==> src/inc/uart_adv_pkg.sv <==
// Package with register map, field positions, reset values and timing for the control block.
package uart_adv_pkg;
   // Register byte offsets on the APB bus.
   localparam logic [7:0] OFF_CTRL_TWO = 8'h00;
   localparam logic [7:0] OFF_CTRL_ONE = 8'h04;
   localparam logic [7:0] OFF_TURN = 8'h08;
   localparam logic [7:0] OFF_INT_STAT = 8'h0c;
   localparam logic [7:0] OFF_LINE_STAT = 8'h10;
   localparam logic [7:0] OFF_MODEM_STAT = 8'h14;
   // Field positions in advanced_control_two.
   localparam int B2_POLARITY = 5;
   localparam int B2_DIR_EN = 4;
   localparam int B2_PIN_SEL = 3;
   localparam int B2_TX_OFF = 2;
   localparam int B2_RX_OFF = 1;
   localparam int B2_MULTIDROP = 0;
   // Field positions in advanced_control_one.
   localparam int B1_WAKE_SENS = 4;
   localparam int B1_FLOW_SWAP = 2;
   localparam int B1_SW_RESET = 1;
   localparam int B1_TX_IRQ_MODE = 0;
   // Writable bit masks; reserved bits read as zero.
   localparam logic [7:0] MASK_CTRL_TWO = 8'h3f;
   localparam logic [7:0] MASK_CTRL_ONE = 8'h17;
   // Reset values.
   localparam logic [7:0] RST_CTRL = 8'h00;
   localparam logic [7:0] RST_INT_STAT = 8'h01;
   localparam logic [7:0] RST_LINE_STAT = 8'h60;
   localparam logic [3:0] RST_MODEM_DELTA = 4'h0;
   // Software reset length in crystal clocks.
   localparam logic [2:0] SW_RESET_CYCLES = 3'h4;
endpackage

==> src/hdl/turnaround_timer.sv <==
// Turn-around delay counter that holds the line driver after the last bit has left.
`timescale 1ns/1ps
module turnaround_timer (
   input wire logic ref_clk,
   input wire logic rst_b,
   input wire logic clear,
   input wire logic start,
   input wire logic bitTick,
   input wire logic [7:0] delay,
   output logic holding
);
   // State of the counter.
   typedef struct packed {
      logic [7:0] count_r;
      logic run_r;
   } tt_state_type;

   tt_state_type st_r;
   tt_state_type st_nxt;

   // Load on start, count bit times down, release at zero.
   always_comb begin
      st_nxt = st_r;
      if (clear) begin
         st_nxt = '0;
      end else if (start) begin
         st_nxt.count_r = delay;
         st_nxt.run_r = (delay != 8'h00);
      end else if (st_r.run_r && bitTick) begin
         st_nxt.count_r = st_r.count_r - 8'h01;
         st_nxt.run_r = (st_r.count_r != 8'h01);
      end
   end

   // Register the state.
   always_ff @(posedge ref_clk or negedge rst_b) begin
      if (!rst_b) begin
         st_r <= '0;
      end else begin
         st_r <= st_nxt;
      end
   end

   assign holding = st_r.run_r;
endmodule // turnaround_timer

==> src/hdl/sleep_wake.sv <==
// Sleep entry and wake detection on the serial input.
`timescale 1ns/1ps
module sleep_wake (
   input wire logic ref_clk,
   input wire logic rst_b,
   input wire logic clear,
   input wire logic sleepReq,
   input wire logic edgeMode,
   input wire logic rxIn,
   output logic asleep
);
   // One-hot sleep states.
   typedef enum logic [1:0] {AWAKE = 2'b01, ASLEEP = 2'b10} sleep_st_type;
   typedef struct packed {
      sleep_st_type mode_r;
      logic rxPrev_r;
   } sw_state_type;

   sw_state_type st_r;
   sw_state_type st_nxt;

   // Enter when allowed by the input level, leave on low level or any toggle.
   always_comb begin
      st_nxt = st_r;
      st_nxt.rxPrev_r = rxIn;
      if (clear) begin
         st_nxt.mode_r = AWAKE;
      end else begin
         unique case (st_r.mode_r)
            AWAKE: begin
               if (sleepReq && (edgeMode || rxIn)) begin
                  st_nxt.mode_r = ASLEEP;
               end
            end
            ASLEEP: begin
               if (!edgeMode && !rxIn) begin
                  st_nxt.mode_r = AWAKE;
               end else if (edgeMode && (rxIn != st_r.rxPrev_r)) begin
                  st_nxt.mode_r = AWAKE;
               end
            end
            default: st_nxt.mode_r = AWAKE;
         endcase
      end
   end

   // Register the state.
   always_ff @(posedge ref_clk or negedge rst_b) begin
      if (!rst_b) begin
         st_r <= '{mode_r: AWAKE, rxPrev_r: 1'b1};
      end else begin
         st_r <= st_nxt;
      end
   end

   assign asleep = (st_r.mode_r == ASLEEP);
endmodule // sleep_wake

==> src/hdl/uart_adv_ctrl.sv <==
// Advanced feature control, direction control and reset logic of one UART, with APB access.
//
// Contract
// Polarity bit sets direction pin levels.
// Transmitter drives direction pin only when enabled.
// Pin select chooses request or terminal-ready.
// Transmit-off bit stops the transmitter.
// Receive-off bit stops the receiver independently.
// Multidrop bit selects nine-bit mode.
// Level wake: no sleep when input low.
// Edge wake: sleep anyway, wake on toggle.
// Swap bit moves flow control to alternates.
// Software reset bit resets, then self-clears.
// Software reset completes within four clocks.
// Mode zero: interrupt on below-trigger or empty.
// Mode one: empty also waits shifter done.
// Pin and software reset give same values.
// Reset clears control registers to zero.
// Reset gives interrupt status value one.
// Reset sets line status bits six, five.
// Reset modem status follows pins, deltas zero.
// Reset drives outputs high, interrupt low.
// Turn-around delay counts before receive direction.
// Reserved bits read zero, writes ignored.
//
// The register offsets and register access over APB were left to the implementer.
`timescale 1ns/1ps
module uart_adv_ctrl (
   input wire logic ref_clk,
   input wire logic rst_b,
   // APB slave.
   input wire logic psel,
   input wire logic penable,
   input wire logic pwrite,
   input wire logic [7:0] paddr,
   input wire logic [31:0] pwdata,
   output logic [31:0] prdata,
   output logic pready,
   output logic pslverr,
   // Status from the transmitter, FIFOs and baud logic.
   input wire logic txSerial,
   input wire logic txShiftBusy,
   input wire logic txBelowTrigger,
   input wire logic txFifoEmpty,
   input wire logic bitTick,
   input wire logic txIrqEnable,
   input wire logic sleepReq,
   input wire logic rtsAssert,
   input wire logic dtrAssert,
   input wire logic flowReady,
   // Serial and modem pins.
   input wire logic rxIn,
   input wire logic cts_b,
   input wire logic dsr_b,
   input wire logic dcd_b,
   input wire logic ri_b,
   output logic txOut,
   output logic rts_b,
   output logic dtr_b,
   output logic intOut,
   output logic irqOut,
   output logic irqOe_b,
   // Controls to the rest of the UART.
   output logic txEnable,
   output logic rxEnable,
   output logic multidropMode,
   output logic flowClear,
   output logic uartReset,
   output logic asleep
);
   // Whole register state of the block.
   typedef struct packed {
      logic [7:0] ctrlTwo_r;
      logic [7:0] ctrlOne_r;
      logic [7:0] turn_r;
      logic [7:0] intStat_r;
      logic [7:0] lineStat_r;
      logic [3:0] modemDelta_r;
      logic [3:0] modemPrev_r;
      logic [2:0] rstCount_r;
      logic [31:0] rdata_r;
      logic err_r;
      logic txOut_r;
      logic rts_r;
      logic dtr_r;
      logic int_r;
      logic txBusyPrev_r;
      logic seeded_r;
   } ctrl_state_type;

   ctrl_state_type st_r;
   ctrl_state_type st_nxt;
   logic setupPhase; // First cycle of an APB transfer.
   logic accessWr; // Write that completes at this edge.
   logic accessRd; // Read that completes at this edge.
   logic swResetActive; // Software reset in progress.
   logic dirHold; // Turn-around delay still running.
   logic dirTransmit; // Line driver should face the line.
   logic dirLevel; // Level for the direction pin.
   logic dirActive; // Transmitter owns a direction pin.
   logic txEmptyIrq; // Transmit-empty interrupt condition.
   logic txDone; // Shift register just went idle.
   logic [3:0] modemPins; // Modem inputs as active-high levels.

   assign modemPins = {~dcd_b, ~ri_b, ~dsr_b, ~cts_b};
   assign setupPhase = psel && !penable;
   assign accessWr = psel && penable && pwrite;
   assign accessRd = psel && penable && !pwrite;
   assign swResetActive = (st_r.rstCount_r != 3'h0);
   assign txDone = st_r.txBusyPrev_r && !txShiftBusy;

   // Turn-around delay after the last bit in nine-bit mode.
   turnaround_timer u_turn (
      .ref_clk(ref_clk),
      .rst_b(rst_b),
      .clear(swResetActive),
      .start(txDone && multidropMode),
      .bitTick(bitTick),
      .delay(st_r.turn_r),
      .holding(dirHold)
   );

   // Sleep entry and wake.
   sleep_wake u_sleep (
      .ref_clk(ref_clk),
      .rst_b(rst_b),
      .clear(swResetActive),
      .sleepReq(sleepReq),
      .edgeMode(st_r.ctrlOne_r[uart_adv_pkg::B1_WAKE_SENS]),
      .rxIn(rxIn),
      .asleep(asleep)
   );

   // Decoded control bits.
   assign multidropMode = st_r.ctrlTwo_r[uart_adv_pkg::B2_MULTIDROP];
   assign txEnable = !st_r.ctrlTwo_r[uart_adv_pkg::B2_TX_OFF] && !swResetActive;
   assign rxEnable = !st_r.ctrlTwo_r[uart_adv_pkg::B2_RX_OFF] && !swResetActive;
   assign uartReset = swResetActive;
   assign dirActive = multidropMode && st_r.ctrlTwo_r[uart_adv_pkg::B2_DIR_EN];
   // The cycle in which the shifter empties is bridged until the timer has loaded.
   assign dirTransmit = txShiftBusy || dirHold || (txDone && (|st_r.turn_r));
   // Low while transmitting, high while receiving, swapped by polarity.
   assign dirLevel = !dirTransmit ^ st_r.ctrlTwo_r[uart_adv_pkg::B2_POLARITY];

   // Clear-to-send source for the transmitter's flow control.
   always_comb begin
      if (st_r.ctrlOne_r[uart_adv_pkg::B1_FLOW_SWAP]) begin
         flowClear = !dsr_b;
      end else begin
         flowClear = !cts_b;
      end
   end

   // Transmit-empty condition in the two modes.
   always_comb begin
      if (st_r.ctrlOne_r[uart_adv_pkg::B1_TX_IRQ_MODE]) begin
         txEmptyIrq = txBelowTrigger || (txFifoEmpty && !txShiftBusy);
      end else begin
         txEmptyIrq = txBelowTrigger || txFifoEmpty;
      end
   end

   // Next-state logic for registers, pins and the bus.
   always_comb begin
      logic rtsOn;
      logic dtrOn;
      rtsOn = 1'b0;
      dtrOn = 1'b0;
      st_nxt = st_r;
      st_nxt.txBusyPrev_r = txShiftBusy;
      st_nxt.modemPrev_r = modemPins;
      // Modem deltas are set on change; a set wins over the read that clears.
      if (accessRd && paddr == uart_adv_pkg::OFF_MODEM_STAT) begin
         st_nxt.modemDelta_r = 4'h0;
      end
      // No delta in the first cycle after reset, when the previous levels are not yet known.
      st_nxt.seeded_r = 1'b1;
      st_nxt.modemDelta_r = st_nxt.modemDelta_r
         | ((modemPins ^ st_r.modemPrev_r) & {4{st_r.seeded_r}});
      // Interrupt status: bit 0 high when nothing pends.
      st_nxt.intStat_r = {6'h00, txEmptyIrq && txIrqEnable, !(txEmptyIrq && txIrqEnable)};
      // Line status: transmitter empty flags.
      st_nxt.lineStat_r = {1'b0, txFifoEmpty && !txShiftBusy, txFifoEmpty, 5'h00};
      // Flow-control and modem request levels on the pins.
      if (st_r.ctrlOne_r[uart_adv_pkg::B1_FLOW_SWAP]) begin
         rtsOn = rtsAssert;
         dtrOn = dtrAssert && flowReady;
      end else begin
         rtsOn = rtsAssert && flowReady;
         dtrOn = dtrAssert;
      end
      st_nxt.rts_r = !rtsOn;
      st_nxt.dtr_r = !dtrOn;
      // Direction pin override in nine-bit mode.
      if (dirActive) begin
         if (st_r.ctrlTwo_r[uart_adv_pkg::B2_PIN_SEL]) begin
            st_nxt.dtr_r = dirLevel;
         end else begin
            st_nxt.rts_r = dirLevel;
         end
      end
      // Disabled transmitter holds the line idle.
      st_nxt.txOut_r = txEnable ? txSerial : 1'b1;
      st_nxt.int_r = txEmptyIrq && txIrqEnable;
      // Read data is captured in the setup cycle.
      st_nxt.err_r = 1'b0;
      if (setupPhase) begin
         st_nxt.rdata_r = 32'h0000_0000;
         unique case (paddr)
            uart_adv_pkg::OFF_CTRL_TWO: st_nxt.rdata_r[7:0] = st_r.ctrlTwo_r;
            uart_adv_pkg::OFF_CTRL_ONE: st_nxt.rdata_r[7:0] = st_r.ctrlOne_r;
            uart_adv_pkg::OFF_TURN: st_nxt.rdata_r[7:0] = st_r.turn_r;
            uart_adv_pkg::OFF_INT_STAT: st_nxt.rdata_r[7:0] = st_r.intStat_r;
            uart_adv_pkg::OFF_LINE_STAT: st_nxt.rdata_r[7:0] = st_r.lineStat_r;
            uart_adv_pkg::OFF_MODEM_STAT: begin
               st_nxt.rdata_r[7:0] = {modemPins, st_r.modemDelta_r};
            end
            default: st_nxt.err_r = 1'b1;
         endcase
      end
      // Writes; reserved bits are masked off.
      if (accessWr) begin
         unique case (paddr)
            uart_adv_pkg::OFF_CTRL_TWO: begin
               st_nxt.ctrlTwo_r = pwdata[7:0] & uart_adv_pkg::MASK_CTRL_TWO;
            end
            uart_adv_pkg::OFF_CTRL_ONE: begin
               st_nxt.ctrlOne_r = pwdata[7:0] & uart_adv_pkg::MASK_CTRL_ONE;
            end
            uart_adv_pkg::OFF_TURN: st_nxt.turn_r = pwdata[7:0];
            default: st_nxt.turn_r = st_r.turn_r;
         endcase
      end
      // Software reset: start on a write of one, run four clocks.
      if (swResetActive) begin
         st_nxt.rstCount_r = st_r.rstCount_r - 3'h1;
      end else if (st_nxt.ctrlOne_r[uart_adv_pkg::B1_SW_RESET]) begin
         st_nxt.rstCount_r = uart_adv_pkg::SW_RESET_CYCLES;
      end
      // During software reset load the same values as the reset pin.
      if (swResetActive) begin
         st_nxt.ctrlTwo_r = uart_adv_pkg::RST_CTRL;
         st_nxt.ctrlOne_r = uart_adv_pkg::RST_CTRL;
         st_nxt.turn_r = uart_adv_pkg::RST_CTRL;
         st_nxt.intStat_r = uart_adv_pkg::RST_INT_STAT;
         st_nxt.lineStat_r = uart_adv_pkg::RST_LINE_STAT;
         st_nxt.modemDelta_r = uart_adv_pkg::RST_MODEM_DELTA;
         st_nxt.txOut_r = 1'b1;
         st_nxt.rts_r = 1'b1;
         st_nxt.dtr_r = 1'b1;
         st_nxt.int_r = 1'b0;
      end
   end

   // Register the whole state; pin reset loads the same constants.
   always_ff @(posedge ref_clk or negedge rst_b) begin
      if (!rst_b) begin
         st_r <= '0;
         st_r.intStat_r <= uart_adv_pkg::RST_INT_STAT;
         st_r.lineStat_r <= uart_adv_pkg::RST_LINE_STAT;
         st_r.modemPrev_r <= 4'h0;
         st_r.txOut_r <= 1'b1;
         st_r.rts_r <= 1'b1;
         st_r.dtr_r <= 1'b1;
         st_r.txBusyPrev_r <= 1'b0;
      end else begin
         st_r <= st_nxt;
      end
   end

   // Outputs from flip-flops except the tied pready and irqOut and the bus-gated pslverr; the open-drain request pulls low while the interrupt stands.
   assign prdata = st_r.rdata_r;
   assign pready = 1'b1;
   assign pslverr = st_r.err_r && psel && penable;
   assign txOut = st_r.txOut_r;
   assign rts_b = st_r.rts_r;
   assign dtr_b = st_r.dtr_r;
   assign intOut = st_r.int_r;
   assign irqOut = 1'b0;
   assign irqOe_b = !st_r.int_r;
endmodule // uart_adv_ctrl

==> config.mk <==
export PLATFORM = sky130hd
export DESIGN_NAME = uart_adv_ctrl
export DESIGN_NICKNAME = d
export VERILOG_FILES = /design/src/inc/uart_adv_pkg.sv /design/src/hdl/turnaround_timer.sv /design/src/hdl/sleep_wake.sv /design/src/hdl/uart_adv_ctrl.sv
export SDC_FILE = /design/constraint.sdc
export NUM_CORES = 1
export LEC_CHECK = 0
export BUFFER_PORTS_ARGS = -buffer_cell sky130_fd_sc_hd__buf_2
export CAP_MARGIN = 40
export CORE_AREA = 2 2 80 82
export DETAILED_ROUTE_END_ITERATION = 16
export DIE_AREA = 0 0 82 84
export PLACE_DENSITY = 0.82
export RECOVER_POWER = 50
export SLEW_MARGIN = 20
export SYNTH_ARGS = -nofsm -noshare
export SYNTH_HDL_FRONTEND = slang
export SYNTH_HIERARCHICAL = 1
export SYNTH_SLANG_ARGS = --single-unit
==> constraint.sdc <==
create_clock -name ref_clk -period 3.85 [get_ports ref_clk]
set_clock_uncertainty 0.1 [all_clocks]
set_input_delay 0.77 -clock ref_clk [delete_from_list [all_inputs] [get_ports ref_clk]]
set_output_delay 0.77 -clock ref_clk [all_outputs]
set_load 0.03 [all_outputs]
* After elaboration in Yosys (flattened, before gate mapping)
Index checks and enable logic that the tools add are counted.
** Word-level totals
- Word-level logic and storage cells :: 126
- Output and inout bits :: 46
- Input port bits :: 60
- Flip-flop bits (word level) :: 78
** Operators by class
- Multiplexer cells :: 28
- Bitwise operators :: 8
- Add/subtract/negate cells :: 2
- Equality and inequality tests :: 11
- Reductions and logical operators :: 56
** Operators with widths (number)
- $pmux W8 S6 :: 1
- $mux W44 :: 1
- $mux W9 :: 3
- $mux W24 :: 1
- $mux W8 :: 3
- $logic_and A1 B1 Y1 :: 21
- $eq A8 B4 Y1 const B :: 2
- $eq A8 B5 Y1 const B :: 2
- $logic_not A1 Y1 :: 15
- $mux W2 :: 5
- $reduce_bool A2 Y1 :: 5
- $mux W1 :: 9
- $eq A8 B3 Y1 const B :: 1
- $logic_not A8 Y1 :: 1
- $mux W4 :: 2
- $ne A8 B1 Y1 const B :: 1
- $reduce_and A2 Y1 :: 4
- $reduce_bool A8 Y1 :: 1
- $reduce_or A8 Y1 :: 1
- $sub A8 B1 Y8 const B :: 1
- $mux W3 :: 2
- $reduce_bool A3 Y1 :: 2
- $reduce_or A6 Y1 :: 1
- $logic_or A1 B1 Y1 :: 5
- 12 further kinds :: 15

* Logic depth before layout (Yosys ltp)
Gate-level depths: netlist (run 1).
- Depth after elaboration :: 9
- Mapped depth :: 6
- Gate-level depth less buffers :: 5

* Modules after synthesis
The synthesis (run 1) kept the hierarchy.
** Modules (own cells, without submodules)
- uart_adv_ctrl :: area each 2518.7 um^2, times used 1, sequential area each 1183.6 um^2, cells each 254
- turnaround_timer :: area each 560.5 um^2, times used 1, sequential area each 225.2 um^2, cells each 61
- sleep_wake :: area each 142.6 um^2, times used 1, sequential area each 77.6 um^2, cells each 11

* Least setup slack after synthesis (run 1)
No wires, ideal clock.
- Kind :: register to output
- Start :: register st_r[40] in the netlist's numbering
- End :: output port rxEnable
- Slack :: 1071 ps
- Buffers on the path :: 1
- Arrival :: 1909 ps
- Required time :: 2980 ps
- Stages on the path, launching flop included :: 5
- Path through :: dfrtp_1 nor3_1 clkinv_1 clkbuf_1 nor2_1
** On the way
- Longest elaborated chain between the ends :: 3
** RTL lines
- start, declared :: line uart_adv_ctrl.sv:91 : ctrl_state_type st_r;
- start signal, assigned :: line uart_adv_ctrl.sv:267 : st_r <= st_nxt;
- $reduce_bool A3 Y1 :: line uart_adv_ctrl.sv:109 : assign swResetActive = (st_r.rstCount_r != 3'h0);
- via uartReset :: line uart_adv_ctrl.sv:68 : output logic uartReset,
- $logic_not A1 Y1 :: line uart_adv_ctrl.sv:137 : assign rxEnable = !st_r.ctrlTwo_r[uart_adv_pkg::B2_RX_OFF] && !swResetActive;
- $logic_and A1 B1 Y1 :: line uart_adv_ctrl.sv:137
- end, declared :: line uart_adv_ctrl.sv:65 : output logic rxEnable,
The timed path passes the listed nets, and every way through them passes these cells.

* Worst setup path after layout (run 1)
- Start :: register st_r[40] in the netlist's numbering
- End :: output port rxEnable
** On the way
- Longest elaborated chain between the ends :: 3
** RTL lines (line)
- $reduce_bool A3 Y1 :: uart_adv_ctrl.sv:109
- $logic_not A1 Y1 :: uart_adv_ctrl.sv:137
- $logic_and A1 B1 Y1 :: uart_adv_ctrl.sv:137
Every way passes these cells.

==> results of run 1 <==
power groups by stage:
stage / Combinational, W / Clock [W] / Sequential (W)
floorplan: 0.000151 / 0 / 0.000688
global placement: 0.000190 / 0 / 0.000687
detailed placement: 0.000196 / 0 / 0.000689
CTS: 0.000198 / 0.000509 / 0.000678
global route: 0.000215 / 0.000535 / 0.000681
finish: 0.000197 / 0.000497 / 0.000678
worst paths after layout:
kind	endpoint	slack, ns	cells past startpoint
worst max-delay path	rxEnable	0.75	4
worst min-delay path	u_sleep/st_r[2]	0.21	1
worst max register to register	u_sleep/st_r[2]	1.18	5
worst min register to register	prdata[0]	0.38	2
max in group asynchronous	st_r[84]	1.13	3
min in group ref_clk	prdata[0]	0.38	2
worst reg2reg max path, stage by stage (launching register included):
cell and delay, ns:
dfrtp_1 0.42, nor3_1 0.47, clkinv_1 0.57, or4bb_1 0.67, a21boi_0 0.16, o21ba_2 0.24
synthesized netlist by cell type, types with 5 or more instances:
cell / number / share of area (%)
o21ai_0: 16 / 2.5
clkbuf_1: 10 / 1.2
a22o_1: 9 / 2.4
nand2_1: 19 / 2.2
nand3b_1: 6 / 1.4
a21oi_1: 12 / 1.9
a22oi_1: 8 / 1.9
nor2_1: 38 / 4.4
xnor2_1: 5 / 1.4
dfstp_2: 8 / 6.5
mux2i_1: 21 / 6.5
dfrtp_1: 51 / 40
buf_4: 34 / 7.9
inv_1: 12 / 1.4
layout by cell type (no fill, tap or decap), types with 8 or more instances in the layout:
cell type	n
mux2i_1	21
nand2_1	19
a22oi_1	8
clkbuf_1	11
dfrtp_1	51
conb_1	27
clkbuf_8	11
o21ai_0	16
buf_2	48
inv_1	12
dfstp_2	8
a22o_1	9
a21oi_1	12
nor2_1	38
through the flow:
stage / power (W) / setup WS (ns) / instance area (sq um) / utilization, %
after global placement: 0.0008772 / 1.093 / 3395 / 55.69
final: 0.001372 / 0.7540 / 3560 / 58.39
after CTS: 0.001385 / 0.7423 / 3567 / 58.52
after floorplan: 0.0008389 / 1.071 / 3316 / -
after global routing: 0.001431 / 0.5291 / 3560 / 58.39
after detailed placement: 0.0008843 / 1.119 / 3395 / 55.69
cell type report:
class | count | area share [%]
tap | 77 | 2.707
timing repair buffer | 58 | 7.944
clock buffer | 14 | 4.569
sequential | 59 | 41.76
multi-input combinational | 233 | 41.37
clock inverter | 2 | 0.2812
inverter | 13 | 1.371
flip-flops by register name, indices dropped and copies added (netlist names):
signal	cells
prdata	8
multidropMode	1
txOut	1
intOut	1
st_r	34
dtr_b	1
u_turn/holding	1
rts_b	1
u_turn/st_r	8
u_sleep/st_r	3
cell families after synthesis:
logic type | after synthesis | synth area share, %
XOR/XNOR | 7 | 1.903
buffers and inverters | 59 | 11.07
multiplexers | 23 | 7.223
AND/OR/NAND/NOR | 105 | 18.14
adder cells (fa/ha/maj) | 2 | 0.7766
flip-flops | 59 | 46.14
other | 2 | 0.2331
AO/OA/AOI/OAI | 69 | 14.53
routing by layer:
layer	part of all wire, %	vias up
li1	-	1200
met1	44	1204
met2	47	115
met3	7.2	16
met4	1.8	0
met5	0	-
==> results by group, run 1 <==
Critical path
  – Buf/Inv on CP: 2
  – Setup CP Type: register to primary output
  – CP max FO: 19
  – Critical Path Start Type: register
  – Slowest stage delay, CP: roughly 0.57 ns
  – Crit path DAT: 2.23 ns
  – Crit-path cells: nor3_1, clkinv_1, nor2_1, buf_2
  – R2R Path Start: st_r[40]
  – Crit path launch: st_r[40]
  – CP max stage cell: clkinv_1
  – CP endpoint kind: primary output
  – CP delay by family, top: buffers and inverters
  – Req. time, crit path: 2.98 ns

Final layout
  – Ant diodes: 0
  – Layout area overhead: 10.49%
  – Proportion of layout cells with a drive suffix above 1: a little over a fifth
  – Nets: 436
  – FF+latch area: 1486 sq um
  – Filler Cell Count: 549
  – Final std cells w/o fill: around 460
  – Multi-input gate area: 1473 sq um

Yosys
  – Unique masters post-synth: 59
  – Syn Inst Count: 326
  – Async S/R FF share, synth: 100.0%
  – Register area share after synthesis: 46.14%
  – Post-Syn Area: between 3000 and 4000 sq um
  – Post-synth EDFFs: 0
  – Dominant synthesized flop cell: dfrtp_1
  – Syn Area/Cell: 9.883 sq um
  – #FFs+latches synth: between 50 and 60
  – Ys Warns: 6

Timing
  – Unrepaired setup endpoints after global routing: false
  – Slew at the pin closest to its max-slew limit: about 1.7 ns
  – Hold WS: 0.2123 ns
  – Minimum clock period: 3.096 ns
  – Fin. max-slew vios: 33
  – Final Hold Viols: 0
  – Post-Route Setup TNS: 0 ns
  – Fmax: 323.0 MHz
  – Setup violations, final: 0
  – Max_slew headroom: -15.60%
  – Tcrit/Tclk final: around four fifths

Floorplanning
  – Die Height: 84 um
  – IO Pins: between 100 and 150
  – Full die area: around 6900 sq um
  – Starting density of the core: between 50 and 60%
  – Row cnt: 29
  – CORE AREA: 6096 sq um
  – Die X-Extent: between 80 and 90 um

GRT
  – Antenna violations before repair: 0
  – Largest net degree at the start of global routing: 39
  – GRT Total Usage: roughly 22%
  – Busiest layer in global routing: met2
  – Met2 GRT Util: 32.59%
  – M3 GR Usage: 4.113%
  – GR Overflow Total: 0
  – Met1 Resource Use GR: 31.18%
  – First-pass GRT wire length: 11440 um
  – Vias in the first global route: 2367

Run
  – Max-Cap Viols: 1

Route
  – Drt pass-1 iters: 5
  – Number of routed nets with antenna violations: 0
  – Initial DRC Count: 357
  – WL final: 7197 um
  – DRC Markers: 0
  – Wirelength per Cell: 15.78 um
  – Via count: between 2000 and 3000
  – Via/cell ratio: around 5.6

Power
  – Sw Share: 28.01%
  – PwrDens: approximately 390 nW/um^2
  – Clk network pwr share: a little over a third
  – Total leakage power: 1.809 nW
  – Combinational cell fraction of total power: between 10% and 20%
  – Max VDD drop: 0.2465 mV
  – Sequential power share: 49.4%
  – P_sw: 0.0003842 W
  – Power Internal: 0.0009877 W

Placed design
  – IO Port Bufs: 55
  – Routability Congestion: 0.9028
  – Placed Instances: 439
  – Half-perimeter wire length after placement: 5235 um

Clock network
  – Clock Path Buffers: 2
  – CTS H-tree depth: 3
  – Hold Buf Count CTS: 0
  – Sink Count: 59
  – # resized after CTS: 0
  – Clock buffer count from CTS: 9
  – Reg clk slew, reported paths: around 0.060 ns
  – Clk root buf: clkbuf_8
  – Clock Latency Late Sink: 0.34 ns
  – # Post-CTS Setup Buffers: 0
  – CTS tree: done

Outcome
  – Failing checks: max-capacitance violations, max-slew violations
  – Outcome: finished, violations left

Hold path
  – HP Class: input pin to asynchronous set/reset pin
Power figures use the tool's default switching activity.
==> inputs of run 2 (changes only) <==
- CORE_AREA: 2 2 80 82 -> 2 2 87 89
- DIE_AREA: 0 0 82 84 -> 0 0 89 91
- PLACE_DENSITY: 0.82 -> 0.73
- clock period: 3.85 -> 2.6 ns (I/O delays scaled with it)
==> results by group, run 2 (same netlist as run 1, synthesis figures left out) <==
Critical path
  – CP max stage cell: dfrtp_1 (was clkinv_1)
  – Crit-path cells: nor3_1, clkinv_1, nor2_1, buf_2 (unchanged)
  – CP delay by family, top: buffers and inverters (unchanged)
  – Worst reg2reg path depth: 5 (unchanged)
  – CP max FO: 7 (was 19)
  – Critical Path Start Type: register (unchanged)
  – CP endpoint kind: primary output (unchanged)
  – Setup CP Type: register to primary output (unchanged)
  – R2r setup slk: 0.59 ns (was 1.18 ns)
  – Buf/Inv on CP: 2 (unchanged)
  – Crit path DAT: 1.63 ns (was 2.23 ns)
  – Slowest stage delay, CP: 0.42 ns (was 0.57 ns)
  – Req. time, crit path: 1.98 ns (was 2.98 ns)
  – R2R Path Start: st_r[40] (unchanged)
  – Crit Reg-Reg Endpoint: u_sleep/st_r[2] (unchanged)

Power
  – Sw Share: 26.28% (was 28.01%)
  – Clk network pwr share: 42.5% (was 36.2%)
  – Power Internal: 0.001657 W (was 0.0009877 W)
  – Max VDD drop: 0.2967 mV (was 0.2465 mV)
  – Combinational cell fraction of total power: 12.8% (was 14.3%)
  – Total leakage power: 1.842 nW (was 1.809 nW)
  – PwrDens: 614.4 nW/um^2 (was 385.4 nW/um^2)
  – Sequential power share: 44.7% (was 49.4%)
  – P_sw: 0.0005909 W (was 0.0003842 W)

Floorplanning
  – Full die area: 8099 sq um (was 6888 sq um)
  – Die Height: 91 um (was 84 um)
  – CORE AREA: 7137 sq um (was 6096 sq um)
  – Row cnt: 31 (was 29)
  – Die X-Extent: 89 um (was 82 um)
  – Starting density of the core: 45.14% (was 52.85%)
  – IO Pins: 106 (unchanged)

Clock network
  – Hold Buf Count CTS: 0 (unchanged)
  – Clock Latency Late Sink: 0.33 ns (was 0.34 ns)
  – Reg clk slew, reported paths: 0.07 ns (was 0.06 ns)
  – Clk root buf: clkbuf_8 (unchanged)
  – CTS H-tree depth: 3 (unchanged)
  – Clock buffer count from CTS: 9 (unchanged)
  – CTS tree: done (unchanged)
  – # resized after CTS: 0 (unchanged)
  – Sink Count: 59 (unchanged)
  – Clock Path Buffers: 2 (unchanged)
  – # Post-CTS Setup Buffers: 0 (unchanged)

Timing
  – Fin. max-slew vios: 0 (was 33)
  – Minimum clock period: 2.247 ns
  – Setup violations, final: 0 (unchanged)
  – Fmax: 445.0 MHz
  – Setup slack after layout: 0.3530 ns (was 0.7540 ns)
  – Post-Route Setup TNS: 0 ns (unchanged)
  – Tcrit/Tclk final: 86.42%
  – Final Hold Viols: 0 (unchanged)
  – Slew at the pin closest to its max-slew limit: 1.439 ns (was 1.734 ns)
  – Unrepaired setup endpoints after global routing: false (unchanged)
  – Max_slew headroom: 4.044% (was -15.60%)

Hold path
  – HP Class: input pin to register (was input pin to asynchronous set/reset pin)
  – Hold EP: u_sleep/st_r[0]
  – Hold Path Depth: 1
  – Hold Path Origin: rxIn

Route
  – Via/cell ratio: 5.223 (was 5.559)
  – Via count: 2507 (was 2535)
  – Initial DRC Count: 257 (was 357)
  – Drt pass-1 iters: 4 (was 5)
  – DRC Markers: 0 (unchanged)
  – Wirelength per Cell: 14.87 um (was 15.78 um)
  – Number of routed nets with antenna violations: 0 (unchanged)
  – WL final: 7136 um (was 7197 um)

GRT
  – Antenna violations before repair: 0 (unchanged)
  – GRT Total Usage: 18.63% (was 22.17%)
  – Vias in the first global route: 2292 (was 2367)
  – Largest net degree at the start of global routing: 60 (was 39)
  – First-pass GRT wire length: 11530 um (was 11440 um)
  – GR Overflow Total: 0 (unchanged)

Placed design
  – Half-perimeter wire length after placement: 5116 um (was 5235 um)
  – Routability Congestion: 0.8451 (was 0.9028)
  – IO Port Bufs: 55 (unchanged)
  – Place WS: 0.3002 ns (was 1.119 ns)

Final layout
  – Max FFs per register: 34 (unchanged)
  – Nets: 438 (was 436)
  – Most common cell after layout, fill and taps aside: dfrtp_1 (unchanged)
  – Biggest register: st_r (unchanged)
  – Ant diodes: 0 (unchanged)
  – Proportion of layout cells with a drive suffix above 1: 22.57% (was 21.37%)
  – Layout area overhead: 13.55% (was 10.49%)
  – Commonest non-fill, non-tap cells in the layout: dfrtp_1 (51), buf_2 (49), nor2_1 (38), conb_1 (27), mux2i_1 (21) (was dfrtp_1 (51), buf_2 (48), nor2_1 (38), conb_1 (27), mux2i_1 (21))

Run
  – Max-Cap Viols: 0 (was 1)

Outcome
  – Outcome: finished clean (was finished, violations left)
-- run 2: worst max path at each step --
| stage | from | endpoint | slack, ns | cells after the start |
|---|---|---|---|---|
| final | st_r[40] | rxEnable | 0.35 | 4 |
| after CTS | st_r[40] | rxEnable | 0.28 | 4 |
| after detailed placement | paddr[3] | st_r[47] | 0.30 | 5 |
| after global routing | st_r[40] | rxEnable | 0.17 | 4 |
| after global placement | paddr[3] | st_r[47] | 0.31 | 5 |
| after floorplan | st_r[40] | rxEnable | 0.07 | 4 |
-- run 2: area by class of cell --
type                       instances  area, sq um
sequential                        59         1486
tap                               99        123.9
clock buffer                      12        155.1
multi-input combinational        233         1473
clock inverter                     4        72.57
timing repair buffer              60        299.0
fill                             690         3478
inverter                          13        48.80
-- run 2: worst register-to-register path: cells and delay by family (launching register included) --
family	cells	cell delay (ns)
and+or+nand+nor	2	0.81
DFF	1	0.42
AOI/OAI and AO/OA	2	0.40
buffers and inverters	1	0.24
-- run 2: through the flow --
| step | instances | utilization (%) | cell area [sq um] | power, W | hold WS [ns] |
|---|---|---|---|---|---|
| after floorplan | 351 | - | 3316 | 0.001242 | 0.1244 |
| after global placement | 464 | 48.26 | 3445 | 0.001304 | 0.3617 |
| after detailed placement | 464 | 48.26 | 3445 | 0.001311 | 0.3668 |
| after CTS | 480 | 51.46 | 3672 | 0.002271 | 0.1888 |
| after global routing | 480 | 51.26 | 3659 | 0.002350 | 0.1894 |
| final | 480 | 51.26 | 3659 | 0.002248 | 0.2171 |
-- run 2: routing by layer --
layer	wire, um	global-route usage (%)
met4	57	6.219
met2	3233	25.87
met3	523	6.727
met5	0	0
met1	3321	26.91
-- run 2: power groups by stage --
stage,registers (W),logic (W),clock network [W]
final,0.00100,0.000288,0.000955
after CTS,0.00100,0.000293,0.000974
after global routing,0.00101,0.000322,0.00102
after detailed placement,0.00102,0.000291,0
after global placement,0.00102,0.000285,0
after floorplan,0.00102,0.000224,0
